--- src/hw/mpc_consts.vh ---
`ifndef MPC_CONSTS_VH
`define MPC_CONSTS_VH
// =====================================
// register byte offsets
`define MPC_OFS_PINCFG 8'h00
`define MPC_OFS_TRIG 8'h04
`define MPC_OFS_CTRL 8'h08
`define MPC_OFS_CONF 8'h0C
`define MPC_OFS_STAT 8'h10
// =====================================
// pin configuration fields
`define MPC_PC_IN_EN 0
`define MPC_PC_IN_FN 1
`define MPC_PC_CHSEL 5
`define MPC_PC_OUT_FN 9
`define MPC_PC_OUT_EN 13
`define MPC_PC_W 14
`define MPC_RST_PINCFG 14'h0000
// =====================================
// software trigger fields (write one; the unlock field takes the key)
`define MPC_TR_FAULT 0
`define MPC_TR_PROT 1
`define MPC_TR_CLR 2
`define MPC_TR_LOAD 3
`define MPC_TR_RESET 4
`define MPC_TR_MHI 6
`define MPC_TR_MLO 8
`define MPC_TR_UNLOCK 12
`define MPC_UNLOCK_KEY 4'h5
// =====================================
// control fields
`define MPC_CT_IOUT 0
`define MPC_CT_VOUT 2
`define MPC_CT_FGEN 4
`define MPC_CT_NVM 6
`define MPC_CT_LOCK 7
// =====================================
// channel configuration fields
`define MPC_CF_SYNC 0
`define MPC_CF_VPD 2
// =====================================
// input function codes
`define MPC_FN_FAULT 4'h2
`define MPC_FN_IOUT 4'h3
`define MPC_FN_VOUT 4'h4
`define MPC_FN_PROT 4'h5
`define MPC_FN_CLR 4'h7
`define MPC_FN_LOAD 4'h8
`define MPC_FN_FGEN 4'h9
`define MPC_FN_MARGIN 4'hA
`define MPC_FN_RESET 4'hB
`define MPC_FN_NVM 4'hC
`define MPC_FN_LOCK 4'hD
// =====================================
// output function codes
`define MPC_OF_MEMBUSY 4'h1
`define MPC_OF_CH1BUSY 4'h4
`define MPC_OF_CH0BUSY 4'h7
`define MPC_OF_WIN1 4'h8
`define MPC_OF_WIN0 4'hB
// =====================================
// cycles after reset before the power-on level is taken
`define MPC_INIT_CYCLES 2'h3
`endif

--- src/hw/mpc_pin_control.v ---
`timescale 1ns/10ps
`default_nettype none
`include "mpc_consts.vh"
// Behaviour
// - A 1 in the input-enable bit makes the pin an input, a 1 in the output-enable bit an output if input-enable is 0.
// - Channel-specific pin actions touch only the channels in the channel-select field.
// - After power-up the pin level is taken once and its command executed.
// - Out of reset with nothing stored the pin is mapped to no function.
// - A software bit is ignored while the pin is mapped to the same function.
// - Codes 0010, 0101, 0111 fire fault-dump, protect, clear on a falling edge only.
// - Codes 0011/0100 power current/voltage outputs down on fall and up on rise.
// - Code 1001 stops/starts waveforms, code 1010 fires margin-low/high, on fall/rise.
// - Code 1011 resets the device on a complete low pulse, whether mapped from storage or by a register write.
// - Code 1100 allows/blocks memory programming, 1101 unlocks/locks register writes.
// - Pin actions obey the sync-mode constraint on load like their software counterparts, but not the register lock.
// - As an output the pin shows the status chosen by the output function code.
module mpc_pin_control #(
	parameter ADDR_W = 8
) (
	input wire clk,
	input wire rst,
	input wire psel,
	input wire penable,
	input wire pwrite,
	input wire [ADDR_W-1:0] paddr,
	input wire [31:0] pwdata,
	output reg [31:0] prdata,
	output reg pready,
	output reg pslverr,
	input wire pinIn,
	output reg pinOut,
	output reg pinOeN,
	input wire [`MPC_PC_W-1:0] storedCfg,
	input wire storedCfgValid,
	input wire memBusy,
	input wire ch0Busy,
	input wire ch1Busy,
	input wire win0,
	input wire win1,
	output reg [1:0] ioutPd,
	output reg [1:0] voutPd,
	output reg [1:0] voutPdMode,
	output reg [1:0] funcGenRun,
	output reg [1:0] marginHigh,
	output reg [1:0] marginLow,
	output reg [1:0] loadPulse,
	output reg clearPulse,
	output reg protectPulse,
	output reg faultDumpPulse,
	output reg deviceResetPulse,
	output reg nvmProgAllow,
	output reg regLock
);

// =====================================
// state
reg pinS1;
reg pinS2;
reg pinPrev;
reg [1:0] initCnt;
reg initFire;
reg lowSeen;
reg [`MPC_PC_W-1:0] cfg;
reg [1:0] syncMode;
reg [31:0] next_prdata;

function hit;
	input [ADDR_W-1:0] a;
	input [7:0] ofs;
	begin
		hit = (a == ofs[ADDR_W-1:0]);
	end
endfunction

// =====================================
// decode
wire inEn = cfg[`MPC_PC_IN_EN];
wire outEn = cfg[`MPC_PC_OUT_EN] & ~inEn;
wire [3:0] fc = inEn ? cfg[`MPC_PC_IN_FN+:4] : 4'h0;
wire [3:0] ofc = cfg[`MPC_PC_OUT_FN+:4];
wire [1:0] chs = cfg[`MPC_PC_CHSEL+:2];
wire fallE = initFire ? ~pinS2 : (pinPrev & ~pinS2);
wire riseE = initFire ? pinS2 : (~pinPrev & pinS2);
wire pFault = (fc == `MPC_FN_FAULT);
wire pIout = (fc == `MPC_FN_IOUT);
wire pVout = (fc == `MPC_FN_VOUT);
wire pProt = (fc == `MPC_FN_PROT);
wire pClr = (fc == `MPC_FN_CLR);
wire pLoad = (fc == `MPC_FN_LOAD);
wire pFgen = (fc == `MPC_FN_FGEN);
wire pMargin = (fc == `MPC_FN_MARGIN);
wire pReset = (fc == `MPC_FN_RESET);
wire pNvm = (fc == `MPC_FN_NVM);
wire pLock = (fc == `MPC_FN_LOCK);

// =====================================
// bus decode
wire acc = psel & penable & pready;
wire wr = acc & pwrite;
wire mapped = hit(paddr, `MPC_OFS_PINCFG) | hit(paddr, `MPC_OFS_TRIG) | hit(paddr, `MPC_OFS_CTRL)
	| hit(paddr, `MPC_OFS_CONF) | hit(paddr, `MPC_OFS_STAT);
// a locked map still takes the unlock and reset fields of the trigger register
wire wrCfg = wr & ~regLock & hit(paddr, `MPC_OFS_PINCFG);
wire wrCtl = wr & ~regLock & hit(paddr, `MPC_OFS_CTRL);
wire wrConf = wr & ~regLock & hit(paddr, `MPC_OFS_CONF);
wire wrTrig = wr & hit(paddr, `MPC_OFS_TRIG);
wire trFull = wrTrig & ~regLock;
wire swFault = trFull & pwdata[`MPC_TR_FAULT] & ~pFault;
wire swProt = trFull & pwdata[`MPC_TR_PROT] & ~pProt;
wire swClr = trFull & pwdata[`MPC_TR_CLR] & ~pClr;
wire swLoad = trFull & pwdata[`MPC_TR_LOAD] & ~pLoad;
wire [1:0] swMhi = (trFull & ~pMargin) ? pwdata[`MPC_TR_MHI+:2] : 2'h0;
wire [1:0] swMlo = (trFull & ~pMargin) ? pwdata[`MPC_TR_MLO+:2] : 2'h0;
wire swReset = wrTrig & pwdata[`MPC_TR_RESET] & ~pReset;
wire swUnlock = wrTrig & (pwdata[`MPC_TR_UNLOCK+:4] == `MPC_UNLOCK_KEY) & ~pLock;

always @* begin
	next_prdata = 32'h0000_0000;
	if (hit(paddr, `MPC_OFS_PINCFG)) begin
		next_prdata = {18'h0_0000, cfg};
	end else if (hit(paddr, `MPC_OFS_CTRL)) begin
		next_prdata = {24'h00_0000, regLock, nvmProgAllow, funcGenRun, voutPd, ioutPd};
	end else if (hit(paddr, `MPC_OFS_CONF)) begin
		next_prdata = {28'h000_0000, voutPdMode, syncMode};
	end else if (hit(paddr, `MPC_OFS_STAT)) begin
		next_prdata = {25'h000_0000, initFire, pinS2, win1, win0, ch1Busy, ch0Busy, memBusy};
	end
end

// =====================================
// bus slave: one wait state, data latched in setup
always @(posedge clk) begin
	if (rst) begin
		pready <= 1'b0;
		pslverr <= 1'b0;
		prdata <= 32'h0000_0000;
	end else begin
		pready <= psel & penable & ~pready;
		pslverr <= psel & penable & ~pready & ~mapped;
		if (psel & ~penable) begin
			prdata <= next_prdata;
		end
	end
end

// =====================================
// pin synchroniser and power-on sequencing
always @(posedge clk) begin
	if (rst) begin
		pinS1 <= 1'b0;
		pinS2 <= 1'b0;
		pinPrev <= 1'b0;
		initCnt <= 2'h0;
		initFire <= 1'b0;
	end else begin
		pinS1 <= pinIn;
		pinS2 <= pinS1;
		pinPrev <= pinS2;
		// level taken once, after the synchroniser has filled
		initFire <= (initCnt == `MPC_INIT_CYCLES - 2'h1);
		if (initCnt != `MPC_INIT_CYCLES) begin
			initCnt <= initCnt + 2'h1;
		end
	end
end

// =====================================
// configuration, software and pin actions
always @(posedge clk) begin
	if (rst) begin
		cfg <= `MPC_RST_PINCFG;
		syncMode <= 2'h0;
		voutPdMode <= 2'h0;
		ioutPd <= 2'h0;
		voutPd <= 2'h0;
		funcGenRun <= 2'h0;
		marginHigh <= 2'h0;
		marginLow <= 2'h0;
		loadPulse <= 2'h0;
		clearPulse <= 1'b0;
		protectPulse <= 1'b0;
		faultDumpPulse <= 1'b0;
		deviceResetPulse <= 1'b0;
		nvmProgAllow <= 1'b0;
		regLock <= 1'b0;
		lowSeen <= 1'b0;
	end else begin
		// a reset mapping survives only if it was stored
		if (initCnt == 2'h0 && storedCfgValid) begin
			cfg <= storedCfg;
		end else if (wrCfg) begin
			cfg <= pwdata[`MPC_PC_W-1:0];
		end
		if (wrConf) begin
			syncMode <= pwdata[`MPC_CF_SYNC+:2];
			voutPdMode <= pwdata[`MPC_CF_VPD+:2];
		end
		// one-shot outputs
		faultDumpPulse <= swFault | (pFault & fallE);
		protectPulse <= swProt | (pProt & fallE);
		clearPulse <= swClr | (pClr & fallE);
		// load only reaches channels in sync mode, from either source
		loadPulse <= ({2{swLoad}} | ((pLoad & fallE) ? chs : 2'h0)) & syncMode;
		marginLow <= swMlo | ((pMargin & fallE) ? chs : 2'h0);
		marginHigh <= swMhi | ((pMargin & riseE) ? chs : 2'h0);
		// reset waits for the pin to come back high
		deviceResetPulse <= swReset | (pReset & riseE & lowSeen);
		if (pReset & fallE) begin
			lowSeen <= 1'b1;
		end else if (riseE | ~pReset) begin
			lowSeen <= 1'b0;
		end
		// level outputs: pin owner first, software only when the pin does not own them
		if (pIout) begin
			if (fallE) begin
				ioutPd <= ioutPd | chs;
			end else if (riseE) begin
				ioutPd <= ioutPd & ~chs;
			end
		end else if (wrCtl) begin
			ioutPd <= pwdata[`MPC_CT_IOUT+:2];
		end
		if (pVout) begin
			if (fallE) begin
				voutPd <= voutPd | chs;
			end else if (riseE) begin
				voutPd <= voutPd & ~chs;
			end
		end else if (wrCtl) begin
			voutPd <= pwdata[`MPC_CT_VOUT+:2];
		end
		if (pFgen) begin
			if (fallE) begin
				funcGenRun <= funcGenRun & ~chs;
			end else if (riseE) begin
				funcGenRun <= funcGenRun | chs;
			end
		end else if (wrCtl) begin
			funcGenRun <= pwdata[`MPC_CT_FGEN+:2];
		end
		if (pNvm) begin
			if (fallE) begin
				nvmProgAllow <= 1'b1;
			end else if (riseE) begin
				nvmProgAllow <= 1'b0;
			end
		end else if (wrCtl) begin
			nvmProgAllow <= pwdata[`MPC_CT_NVM];
		end
		if (pLock) begin
			if (fallE) begin
				regLock <= 1'b0;
			end else if (riseE) begin
				regLock <= 1'b1;
			end
		end else if (swUnlock) begin
			regLock <= 1'b0;
		end else if (wrCtl) begin
			regLock <= pwdata[`MPC_CT_LOCK];
		end
	end
end

// =====================================
// pin as status output
always @(posedge clk) begin
	if (rst) begin
		pinOut <= 1'b0;
		pinOeN <= 1'b1;
	end else begin
		pinOeN <= ~outEn;
		case (ofc)
			`MPC_OF_MEMBUSY: pinOut <= memBusy;
			`MPC_OF_CH1BUSY: pinOut <= ch1Busy;
			`MPC_OF_CH0BUSY: pinOut <= ch0Busy;
			`MPC_OF_WIN1: pinOut <= win1;
			`MPC_OF_WIN0: pinOut <= win0;
			default: pinOut <= 1'b0;
		endcase
	end
end

endmodule // mpc_pin_control
`default_nettype wire

--- config.mk ---
export PLATFORM = sky130hd
export DESIGN_NAME = mpc_pin_control
export DESIGN_NICKNAME = d
export VERILOG_FILES = /design/src/hw/mpc_pin_control.v
export VERILOG_INCLUDE_DIRS = /design/src /design/src/hw
export SDC_FILE = /design/constraint.sdc
export NUM_CORES = 1
export LEC_CHECK = 0
export BUFFER_PORTS_ARGS = -buffer_cell sky130_fd_sc_hd__clkbuf_2
export CORE_UTILIZATION = 45
export CTS_CLUSTER_DIAMETER = 100
export CTS_CLUSTER_SIZE = 8
export DETAILED_ROUTE_END_ITERATION = 7
export PLACE_DENSITY = 0.77
export SYNTH_ARGS = -nofsm -noshare
export SYNTH_HDL_FRONTEND = slang
export SYNTH_SLANG_ARGS = --single-unit
--- constraint.sdc ---
create_clock -name clk -period 1.9 [get_ports clk]
set_clock_uncertainty 0.15 [all_clocks]
set_input_delay 0.19 -clock clk [delete_from_list [all_inputs] [get_ports clk]]
set_output_delay 0.19 -clock clk [all_outputs]
set_load 0.02 [all_outputs]
Word level (Yosys, flattened, before mapping)
Index checks and enable logic that the tools add are counted.

word-level totals
  bits in registers = 79
  latch bits = 0
  bits in writable memories = 0
  ROM bits = 0
  input bits = 66
  output and inout bits = 56
  logic and storage cells = 180
  memories kept = 0

cells by class
  add/sub/neg operators = 1
  $mul = 0
  divide/modulo/power cells = 0
  $lt $le $gt $ge = 0
  equal/unequal tests = 28
  shifts and indexed selects = 0
  mux-type cells = 38
  bitwise gates (word level) = 72
  reductions and logical operators = 15

operator list
  kind                                                 count
  two-way mux 14 bit                                   3
  bitwise AND 1 bit                                    37
  two-way mux 2 bit                                    17
  equality test 4 bit, second input constant           8
  equality test 4 x 3 -> 1 bit, second input constant  6
  equality test 8 x 4 -> 1 bit, second input constant  2
  inequality test 3 bit, second input constant         5
  NOT 1 bit                                            15
  two-way mux 7 bit                                    2
  two-way mux 1 bit                                    13
  bitwise OR 2 bit                                     6
  nonzero test 2 bit                                   6
  AND reduction 2 bit                                  5
  bitwise OR 1 bit                                     9
  bitwise AND 2 bit                                    4
  equality test 4 x 2 -> 1 bit, second input constant  2
  equality test 8 x 3 -> 1 bit, second input constant  1
  equality test 8 x 5 -> 1 bit, second input constant  1
  zero test 8 bit                                      1
  two-way mux 8 bit                                    1
  one-hot mux 1 bit (5 select lines)                   1
  equality test 4 x 1 -> 1 bit, second input constant  1
  two-way mux 4 bit                                    1
  nonzero test 3 bit                                   1
  6 further kinds                                      6

Depth between registers and ports, before layout
Gate-level depths: netlist (run 1).

  depth in word-level cells = 9
  mapped depth = 7
  gate-level depth less buffers = 6

Least setup slack after synthesis (run 1)
Ideal clock, no wire load.

  path kind = input -> register
  from = in paddr[1]
  to = reg deviceResetPulse
  setup time = 0.070 ns
  arrival = 1.675 ns
  required time = 1.680 ns
  path slack = 0.004 ns
  stages on the path = 5
  path buffers = 1
  cells stage by stage = or3_1 -> buf_6 -> or4b_1 -> or3b_1 -> a21oi_1

between the ends
  word-level cells in the longest chain between the ends = 5

ends and longest elaborated chain
  element                         RTL line               source
  start, declared                 mpc_pin_control.v:25   input wire [ADDR_W-1:0] paddr,
  equality test 8 x 3 -> 1 bit    mpc_pin_control.v:71   hit = (a == ofs[ADDR_W-1:0]);
  bitwise AND 1 bit               mpc_pin_control.v:106  wire wrTrig = wr & hit(paddr, `MPC_OFS_TRIG);
  bitwise AND 1 bit (2 in a row)  mpc_pin_control.v:114  wire swReset = wrTrig & pwdata[`MPC_TR_RESET] & ~pReset;
  bitwise OR 1 bit                mpc_pin_control.v:207  deviceResetPulse <= swReset | (pReset & riseE & lowSeen);
  end signal, assigned            mpc_pin_control.v:207
  end, declared                   mpc_pin_control.v:50   output reg deviceResetPulse,

No other way between the ends.
A chain may end at the register's enable or synchronous reset.

Worst setup path after layout (run 1)
  from = reg pready
  to = reg deviceResetPulse

between the ends
  word-level cells in the longest chain between the ends = 6

ends and longest elaborated chain
  element                         RTL line               source
  start, declared                 mpc_pin_control.v:28   output reg pready,
  start signal, assigned          mpc_pin_control.v:138  pready <= psel & penable & ~pready;
  bitwise AND 1 bit               mpc_pin_control.v:98   wire acc = psel & penable & pready;
  bitwise AND 1 bit               mpc_pin_control.v:99   wire wr = acc & pwrite;
  bitwise AND 1 bit               mpc_pin_control.v:106
  bitwise AND 1 bit (2 in a row)  mpc_pin_control.v:114
  bitwise OR 1 bit                mpc_pin_control.v:207

No other way between the ends.

==> flow_metrics.py, run 1 <==
metrics = {
    "worst_setup_path": {
        "cpPeakStageDelay_ns": 0.56,
        "cp-startpoint": "pready",
        "reg2reg_setup_slack_ns": 0.11,
        "cp_slowest_cell": "or4b_4",
        "worstSetupStartpointType": "register",
        "cp.arrival_ns": 1.93,
        "reg2reg_to": "deviceResetPulse",
        "cp-end-kind": "register",
        "cp_cell_sequence": "nand4_1 > or4b_4 > or3b_1 > a21oi_1",
        "cp_top_family": "simple AND/OR/NAND/NOR gates",
        "endpoint": "deviceResetPulse",
        "cp_max_fo": 3,
        "path_depth": 4,
        "critPathKind": "register to register",
        "reg2reg_from": "pready",
        "reg2reg_depth": 4,
        "crit_buf_inv": 0,
        "required_ns": 2.03,
    },
    "grt": {
        "grt_max_degree": 25,
        "grt_util_met1_pct": 32.5,
        "overflow": 0,
        "grt_pass1_vias": 3054,
        "track_usage_pct": 25.2,
        "grt_util_met2_pct": 38.3,
        "use_met3_pct": 5.28,
        "antenna_found_initial": 0,
        "grt_pass1_wl_microns": 14600,
        "grt.busiest_layer": "met2",
    },
    "finish": {
        "syn_to_final_growth_pct": 27.8,
        "fillers": 635,
        "seq_area_sq_mm": 0.00122,
        "layout_common_cells": "clkbuf_2, dfxtp_1, a21oi_1",
        "stdcell_area_sq_mm": 0.00423,
        "layout-drive-gt1-share_pct": 29.7,
        "insertedDiodeCount": 0,
        "final_common_cell": "clkbuf_2",
        "finalNetCount": 580,
        "multi_input_area_sq_mm": 0.00189,
        "final_util_pct": 60.9,
    },
    "cts": {
        "worstSkewPairLatency_ns": 0.36,
        "cts_made_buffers": 9,
        "htree_num_levels": 3,
        "cts_max_path_buffers": 2,
        "cts_tree": "yes",
        "clk_pin_slew_worst_paths_ns": 0.08,
        "cts.sinks": 61,
        "root_buffer": "clkbuf_8",
    },
    "outcome": {
        "run_status": "completed",
    },
    "pwr": {
        "comb_power_share_pct": 18.2,
        "p_int_mw": 2.35,
        "switchingPower_mw": 0.985,
        "pwr-share-clk_pct": 39.3,
        "vdd_drop_max_uv": 386,
        "total_power_mw": 3.33,
        "p_per_area_mw_per_mm2": 787,
        "p_leak_nw": 1.77,
        "power.share.switching_pct": 29.6,
        "seq_power_share_pct": 42.5,
    },
    "yosys": {
        "yosysWarnings": 0,
        "synth_cells": 402,
        "ys_seq_elements": 61,
        "syn_avg_cell_area_sq_um": 8.24,
        "yosysSeqAreaShare_pct": 36.9,
        "syn-cell-area_sq_mm": 0.00331,
        "synth_edf_count": 0,
        "synth_ff_type": "dfxtp_1",
        "synth_cell_type_count": 48,
        "synthArstFlopShare_pct": 0,
    },
    "route": {
        "antenna_left": 0,
        "dr.pass1.iters": 5,
        "drcViolationCount": 0,
        "vias": 3408,
        "drtIter0Drc": 238,
        "vias_per_cell": 5.57,
        "routedWlPerCell_microns": 15.6,
        "routed_wl_microns": 9570,
    },
    "timing": {
        "tns_ns": 0,
        "final_max_slew_viol_count": 0,
        "worst_slack_ns": 0.107,
        "worstMarginPinSlew_ns": 0.528,
        "period_share_pct": 94.3,
        "min_period_ns": 1.79,
        "setup_viol": 0,
        "slew_headroom_pct": 64.7,
        "rsz0062_at_grt": "no",
        "hold_viol_final": 0,
        "timing.fmax_mhz": 558,
    },
    "placed_design": {
        "pre_cts_ws_ns": -0.105,
        "place_area_sq_mm": 0.00390,
        "globalplace.congestion": 0.888,
        "dp_hpwl_microns": 7000,
        "io_buffers": 87,
    },
    "job": {
        "maxCapViolCount": 0,
    },
    "min_path": {
        "hold_class": "primary input to register",
    },
    "floorplanning": {
        "start_util_pct": 47.7,
        "die_w_microns": 87.8,
        "ioPinCount": 122,
        "rows": 30,
        "dieArea_sq_mm": 0.00770,
        "die_height_microns": 87.8,
        "core_sq_mm": 0.00694,
    },
}
## layout make-up
type / count / share of cell area [%]
Inverter: 8 / 0.710
Tap cell: 96 / 2.84
Clock inverter: 7 / 2.37
Clock buffer: 9 / 2.93
Multi-Input combinational cell: 308 / 44.8
Sequential cell: 61 / 28.9
Timing Repair Buffer: 123 / 17.5
## cells by family (layout without fill, tap and decap cells)
family                   Yosys count  in the layout  synth area share (%)
AO/OA/AOI/OAI                     90             90                  17.2
XOR/XNOR                           1              1                 0.265
adder cells (fa/ha/maj)            3              3                  1.13
buffers and inverters             50            147                  7.97
flip-flops                        61             61                  36.9
multiplexers                      25             25                  8.09
other                              1             18                 0.113
AND/OR/NAND/NOR                  171            171                  28.3
## power by group through the flow
stage               clock network, mW  logic [mW]  registers (mW)
detailed placement                  0       0.584            1.44
global route                     1.38       0.659            1.42
floorplan                           0       0.409            1.42
CTS                              1.33       0.602            1.41
finish                           1.31       0.607            1.42
global placement                    0       0.559            1.44
## state kept, by name (all words and copies together), names as in the netlist, named ones only
signal,cells
marginLow,2
voutPdMode,2
lowSeen,1
protectPulse,1
pinOeN,1
cfg,14
regLock,1
faultDumpPulse,1
prdata,14
pinOut,1
pready,1
marginHigh,2
nvmProgAllow,1
loadPulse,2
initCnt,2
pinPrev,1
pinS1,1
deviceResetPulse,1
clearPulse,1
initFire,1
syncMode,2
pinS2,1
pslverr,1
## what timing repair did
item | in CTS | in global routing
endpoints found under the hold margin | 8 | 0
cloned | 0 | 0
buffers inserted | 2 | 0
endpoints found under the setup margin | 15 | 1
resized for setup | 1 | 1
hold buffers | 9 | 0
pin swaps | 1 | 0
## worst min-delay path: cells and delay by family
family | cells | cell delay [ns]
AOI/OAI and AO/OA | 1 | 0.06
buffers and inverters | 1 | 0.14
and+or+nand+nor | 1 | 0.08
## cell usage after synthesis, types with 2 or more instances
| library cell | instances | share of area [%] |
|---|---|---|
| buf_1 | 2 | 0.23 |
| o2bb2ai_1 | 2 | 0.53 |
| a21o_1 | 3 | 0.68 |
| o22ai_1 | 5 | 0.94 |
| and3b_1 | 2 | 0.53 |
| o21ai_0 | 4 | 0.60 |
| or4_1 | 2 | 0.45 |
| nor4_1 | 3 | 0.57 |
| a211oi_1 | 10 | 2.3 |
| a22o_1 | 8 | 2.1 |
| mux2_2 | 14 | 4.8 |
| nor3b_1 | 5 | 1.1 |
| dfxtp_1 | 61 | 37 |
| or2_2 | 3 | 0.57 |
| nand4_1 | 11 | 2.1 |
| o2111ai_1 | 2 | 0.53 |
| nand2b_1 | 6 | 1.1 |
| buf_4 | 18 | 4.1 |
| o21a_1 | 4 | 0.91 |
| nand3_1 | 38 | 5.7 |
| a21oi_1 | 46 | 7.0 |
| or4b_1 | 2 | 0.60 |
| nand4b_1 | 2 | 0.53 |
| nor2_1 | 11 | 1.2 |
| nor3_1 | 5 | 0.76 |
| a221oi_1 | 2 | 0.53 |
| and2_1 | 4 | 0.76 |
| nor2b_1 | 26 | 4.9 |
| nand2_1 | 42 | 4.8 |
| ha_1 | 3 | 1.1 |
| and3_1 | 3 | 0.57 |
| inv_1 | 8 | 0.91 |
| mux2i_1 | 11 | 3.3 |
| clkbuf_1 | 20 | 2.3 |
## stage by stage
stage | hold WS, ns | instances
after floorplan | 0.166 | 419
after global placement | 0.253 | 585
after detailed placement | 0.262 | 585
after CTS | 0.00786 | 612
after global routing | 0.0371 | 612
final | 0.0145 | 612
## worst min-delay path by stage
stage / cells after the start / to / start / slack [ns]
floorplan: 2 / pready / penable / 0.17
global placement: 2 / pinS1 / pinIn / 0.25
detailed placement: 2 / pinS1 / pinIn / 0.26
CTS: 3 / syncMode[1] / pwdata[1] / 0.008
global route: 3 / syncMode[1] / pwdata[1] / 0.04
finish: 3 / syncMode[1] / pwdata[1] / 0.01
## per-layer routing
| metal | share of wire (%) | wire length (microns) |
|---|---|---|
| met5 | 0 | 0 |
| met4 | 3.8 | 368 |
| met3 | 7.4 | 711 |
| met2 | 46 | 4430 |
| met1 | 42 | 4070 |
Power figures use the tool's default switching activity.
==> run 2, diff against run 1 <==
--- a/config.mk
+++ b/config.mk
@@ -11,7 +11,7 @@
 export CTS_CLUSTER_DIAMETER = 100
 export CTS_CLUSTER_SIZE = 8
 export DETAILED_ROUTE_END_ITERATION = 7
-export PLACE_DENSITY = 0.77
+export PLACE_DENSITY = 0.74
 export SYNTH_ARGS = -nofsm -noshare
 export SYNTH_HDL_FRONTEND = slang
 export SYNTH_SLANG_ARGS = --single-unit
==> constraint.sdc (replaced) <==
create_clock -name clk -period 2.1 [get_ports clk]
set_clock_uncertainty 0.15 [all_clocks]
set_input_delay 0.21 -clock clk [delete_from_list [all_inputs] [get_ports clk]]
set_output_delay 0.21 -clock clk [all_outputs]
set_load 0.02 [all_outputs]
==> run 2 against run 1 <==
  * Total power shrank 14%
  * Worst hold slack gained 0.019 ns
  * Combinational power shrank 15%
  * Non-clock buffer count shrank 10
  * Critical path depth grew 2
  * Design area shrank 2.6%
  * Sequential cell count is the same
  * Worst setup slack lost 0.053 ns
  * Sequential share of layout area grew 0.78 points
  * Largest power group unchanged
==> flow_metrics.py, run 2 (synthesis results as in run 1) <==
metrics = {
    "worst_setup_path": {
        "required_ns": 2.19,
        "reg2reg_setup_slack_ns": 0.09,
        "cp-end-kind": "register",
        "worstSetupStartpointType": "primary input",
        "cpPeakStageDelay_ns": 0.56,
        "reg2reg_depth": 5,
        "cp_cell_sequence": "dlygate4sd3_1 > clkbuf_2 > nand4_1 > buf_4 > o31a_1 > mux2_2",
        "cp_max_fo": 14,
        "cp_slowest_cell": "o31a_1",
        "reg2reg_to": "cfg[9]",
        "reg2reg_from": "initCnt[0]",
        "cp.arrival_ns": 2.14,
        "critPathKind": "primary input to register",
    },
    "floorplanning": {
        "start_util_pct": 47.7,
        "die_height_microns": 87.8,
        "dieArea_sq_mm": 0.00770,
        "rows": 30,
        "ioPinCount": 122,
        "core_sq_mm": 0.00694,
        "die_w_microns": 87.8,
    },
    "grt": {
        "overflow": 0,
        "grt_pass1_wl_microns": 13800,
        "grt_max_degree": 26,
        "track_usage_pct": 23.9,
        "grt_pass1_vias": 2875,
        "antenna_found_initial": 0,
    },
    "timing": {
        "period_share_pct": 97.4,
        "final_max_slew_viol_count": 0,
        "setup_viol": 0,
        "worstMarginPinSlew_ns": 0.653,
        "slew_headroom_pct": 56.5,
        "hold_viol_final": 0,
        "timing.fmax_mhz": 489,
        "rsz0062_at_grt": "no",
        "tns_ns": 0,
        "min_period_ns": 2.05,
    },
    "finish": {
        "layout_common_cells": "clkbuf_2, dfxtp_1, a21oi_1",
        "top_regs": "cfg: 14 flops, prdata: 14 flops",
        "syn_to_final_growth_pct": 24.4,
        "layout-drive-gt1-share_pct": 28.5,
        "layout.cells.non_filler": 602,
        "finalNetCount": 570,
        "final_common_cell": "clkbuf_2",
        "insertedDiodeCount": 0,
        "final_util_pct": 59.3,
        "fillers": 648,
    },
    "pwr": {
        "p_int_mw": 1.98,
        "pwr-share-clk_pct": 36.9,
        "p_leak_nw": 1.70,
        "power.share.switching_pct": 30.6,
        "seq_power_share_pct": 45.0,
        "switchingPower_mw": 0.876,
        "comb_power_share_pct": 18.1,
        "vdd_drop_max_uv": 391,
        "p_per_area_mw_per_mm2": 694,
        "total_power_mw": 2.86,
    },
    "outcome": {
        "run_status": "completed",
    },
    "cts": {
        "clk_pin_slew_worst_paths_ns": 0.07,
        "post_cts_resized": 0,
        "cts.sinks": 61,
        "cts_made_buffers": 9,
        "cts_hold_buf": 6,
        "cts_setup_buffers": 0,
        "htree_num_levels": 3,
        "cts_tree": "yes",
        "cts_max_path_buffers": 2,
        "root_buffer": "clkbuf_8",
        "worstSkewPairLatency_ns": 0.35,
    },
    "route": {
        "drtIter0Drc": 301,
        "antenna_left": 0,
        "routed_wl_microns": 9120,
        "vias": 3335,
        "vias_per_cell": 5.54,
        "dr.pass1.iters": 5,
        "routedWlPerCell_microns": 15.1,
        "drcViolationCount": 0,
    },
    "min_path": {
        "hold_class": "primary input to register",
        "holdPathEnd": "syncMode[1]",
        "holdPathStages": 3,
        "min_from": "pwdata[1]",
    },
    "placed_design": {
        "globalplace.congestion": 0.914,
        "dp_hpwl_microns": 6800,
        "post-place-cells": 580,
        "io_buffers": 87,
    },
    "job": {
        "maxCapViolCount": 0,
    },
}
==> run 2: how the worst max path moves through the flow <==
stage,from,to,slack (ns),cells past startpoint
after floorplan,paddr[1],deviceResetPulse,0.18,5
after global placement,paddr[1],deviceResetPulse,0.07,5
after detailed placement,paddr[1],deviceResetPulse,0.03,5
after CTS,penable,cfg[9],0.09,6
after global routing,initCnt[0],cfg[9],0.01,5
final,penable,cfg[9],0.05,6
==> run 2: critical path: cells and delay by family <==
kind,cells,cell delay (ns)
compound gates,1,0.56
simple gates,1,0.11
mux,1,0.41
buf+inv,3,0.84
==> run 2: stage by stage <==
step / setup slack (ns) / hold slack (ns) / cell area (sq um)
after CTS: 0.0938 / 0.0158 / 4120
after global routing: 0.0113 / 0.0405 / 4120
after floorplan: 0.184 / 0.186 / 3370
after detailed placement: 0.0304 / 0.278 / 3860
final: 0.0542 / 0.0334 / 4120
after global placement: 0.0689 / 0.270 / 3860
==> run 2: final cells by class <==
| class | count | area [sq um] | share of cell area, % |
|---|---|---|---|
| clock buffers | 9 | 124 | 3.01 |
| clock inverters | 7 | 76.3 | 1.85 |
| inverters | 8 | 30.0 | 0.729 |
| multi-input cells | 308 | 1890 | 45.9 |
| flip-flops and latches | 61 | 1220 | 29.6 |
| well taps | 96 | 120 | 2.92 |
| repair buffers | 113 | 658 | 16.0 |
==> run 2: power groups by stage <==
stage               sequential, mW  combinational, mW  clock [mW]
floorplan                     1.28              0.370           0
global placement              1.30              0.492           0
detailed placement            1.31              0.501           0
CTS                           1.28              0.513        1.07
global route                  1.29              0.566        1.12
finish                        1.29              0.518        1.05
==> run 2: metal layers <==
metal	part of all wire [%]	GRT usage [%]	vias to the layer above
li1	-	-	1607
met1	45	31.8	1526
met2	45	38.0	182
met3	8.1	4.81	20
met4	2.0	9.09	0
met5	0	0	-
==> run 3, diff against run 2 <==
--- a/config.mk
+++ b/config.mk
@@ -11,7 +11,7 @@
 export CTS_CLUSTER_DIAMETER = 100
 export CTS_CLUSTER_SIZE = 8
 export DETAILED_ROUTE_END_ITERATION = 7
-export PLACE_DENSITY = 0.74
+export PLACE_DENSITY = 0.75
 export SYNTH_ARGS = -nofsm -noshare
 export SYNTH_HDL_FRONTEND = slang
 export SYNTH_SLANG_ARGS = --single-unit
==> run 3 against run 2 <==
  * Sequential power about the same
  * Design area up 0.76%
  * Highest routed layer unchanged
  * First-iteration DRC count down 31%
  * Critical endpoint is now deviceResetPulse
  * Cell count down 0.50%
  * Worst setup slack better by 0.072 ns
==> flow_metrics.py, run 3 (synthesis results as in run 1) <==
metrics = {
    "outcome": {
        "run_status": "completed",
    },
    "pwr": {
        "p_int_mw": 2.22,
        "pwr-share-clk_pct": 41.1,
        "switchingPower_mw": 0.837,
        "seq_power_share_pct": 41.9,
        "vdd_drop_max_uv": 435,
        "comb_power_share_pct": 16.9,
        "p_leak_nw": 1.73,
        "p_per_area_mw_per_mm2": 737,
        "power.share.switching_pct": 27.4,
    },
    "cts": {
        "cts.sinks": 61,
        "htree_num_levels": 3,
        "clk_pin_slew_worst_paths_ns": 0.07,
        "cts_max_path_buffers": 2,
        "cts_made_buffers": 9,
        "cts_tree": "yes",
        "root_buffer": "clkbuf_8",
        "worstSkewPairLatency_ns": 0.34,
    },
    "grt": {
        "grt_pass1_vias": 2973,
        "grt_pass1_wl_microns": 14200,
        "antenna_found_initial": 0,
        "track_usage_pct": 24.3,
        "grt_max_degree": 40,
        "overflow": 0,
    },
    "placed_design": {
        "pre_cts_ws_ns": 0.0660,
        "io_buffers": 87,
        "post-place-cells": 578,
        "dp_hpwl_microns": 6860,
        "globalplace.congestion": 0.876,
    },
    "worst_setup_path": {
        "reg2reg_setup_slack_ns": 0.27,
        "cp.arrival_ns": 2.10,
        "crit_buf_inv": 2,
        "reg2reg_to": "deviceResetPulse",
        "cp_top_family": "simple AND/OR/NAND/NOR gates",
        "reg2reg_depth": 4,
        "cp_slowest_cell": "or4b_4",
        "required_ns": 2.23,
        "cp_max_fo": 4,
        "cp-end-kind": "register",
        "cp_cell_sequence": "dlygate4sd3_1 > clkbuf_2 > nand4_1 > or4b_4 > or3b_1 > a21oi_1",
        "cpPeakStageDelay_ns": 0.56,
        "critPathKind": "primary input to register",
        "worstSetupStartpointType": "primary input",
        "reg2reg_from": "pready",
    },
    "finish": {
        "layout_common_cells": "clkbuf_2, dfxtp_1, a21oi_1",
        "syn_to_final_growth_pct": 25.4,
        "insertedDiodeCount": 0,
        "layout-drive-gt1-share_pct": 28.4,
        "final_util_pct": 59.8,
        "final_common_cell": "clkbuf_2",
        "finalNetCount": 567,
        "top_regs": "cfg: 14 flops, prdata: 14 flops",
        "fillers": 621,
        "layout.cells.non_filler": 599,
    },
    "route": {
        "routed_wl_microns": 9130,
        "drtIter0Drc": 209,
        "dr.pass1.iters": 5,
        "routedWlPerCell_microns": 15.2,
        "antenna_left": 0,
        "vias_per_cell": 5.62,
        "vias": 3365,
        "drcViolationCount": 0,
    },
    "timing": {
        "setup_viol": 0,
        "timing.fmax_mhz": 507,
        "min_period_ns": 1.97,
        "period_share_pct": 94.0,
        "final_max_slew_viol_count": 0,
        "hold_viol_final": 0,
        "rsz0062_at_grt": "no",
        "holdWs_ns": 0.0217,
        "tns_ns": 0,
        "worst_slack_ns": 0.127,
    },
    "floorplanning": {
        "core_sq_mm": 0.00694,
        "die_height_microns": 87.8,
        "start_util_pct": 47.7,
        "die_w_microns": 87.8,
        "rows": 30,
        "ioPinCount": 122,
        "dieArea_sq_mm": 0.00770,
    },
    "min_path": {
        "holdPathStages": 3,
        "min_from": "pwdata[6]",
        "holdPathEnd": "marginHigh[0]",
        "hold_class": "primary input to register",
    },
    "job": {
        "maxCapViolCount": 0,
    },
}
-- run 3: metrics by stage --
step / power (mW) / cell area [sq um]
floorplan: 1.66 / 3370
global placement: 1.80 / 3860
detailed placement: 1.81 / 3860
CTS: 3.07 / 4150
global route: 3.18 / 4150
finish: 3.06 / 4150
-- run 3: worst min-delay path: stages --
cell and delay [ns]:
clkbuf_2 0.12, nand4_1 0.08, a21oi_1 0.06
-- run 3: worst max-delay path by stage --
stage,from,to,slack [ns],depth (start not counted)
after floorplan,paddr[1],deviceResetPulse,0.18,5
after global placement,paddr[1],deviceResetPulse,0.07,5
after detailed placement,paddr[1],deviceResetPulse,0.07,5
after CTS,initCnt[0],cfg[10],0.05,5
after global routing,penable,deviceResetPulse,0.03,6
final,penable,deviceResetPulse,0.13,6
-- run 3: final cells by class --
cell class	instances	area, sq um	area share (%)
Multi-Input combinational cell	308	1890	45.6
Sequential cell	61	1220	29.4
Timing Repair Buffer	110	646	15.6
Clock buffer	10	128	3.08
Tap cell	96	120	2.89
Clock inverter	6	111	2.68
Inverter	8	30.0	0.724
-- run 3: routing by layer --
metal  vias up  wire length [microns]  global-route usage (%)
li1       1611                      -                       -
met1      1573                   3910                    32.0
met2       162                   4320                    37.9
met3        19                    709                    5.18
met4         0                    195                    11.6
met5         -                      0                       0
-- run 3: power groups by stage --
stage	combinational [mW]	clock [mW]	sequential, mW
2_1_floorplan	0.370	0	1.28
3_3_place_gp	0.492	0	1.30
3_5_place_dp	0.506	0	1.31
4_1_cts	0.516	1.27	1.28
5_1_grt	0.571	1.32	1.29
6_report	0.518	1.26	1.28
-- run 3: what timing repair did --
item | in CTS | in global routing
endpoints found under the setup margin | 0 | 15
hold endpoints to repair | 4 | 0
hold buffers | 5 | 0
gates resized for setup | 0 | 2
buffers inserted | 0 | 0
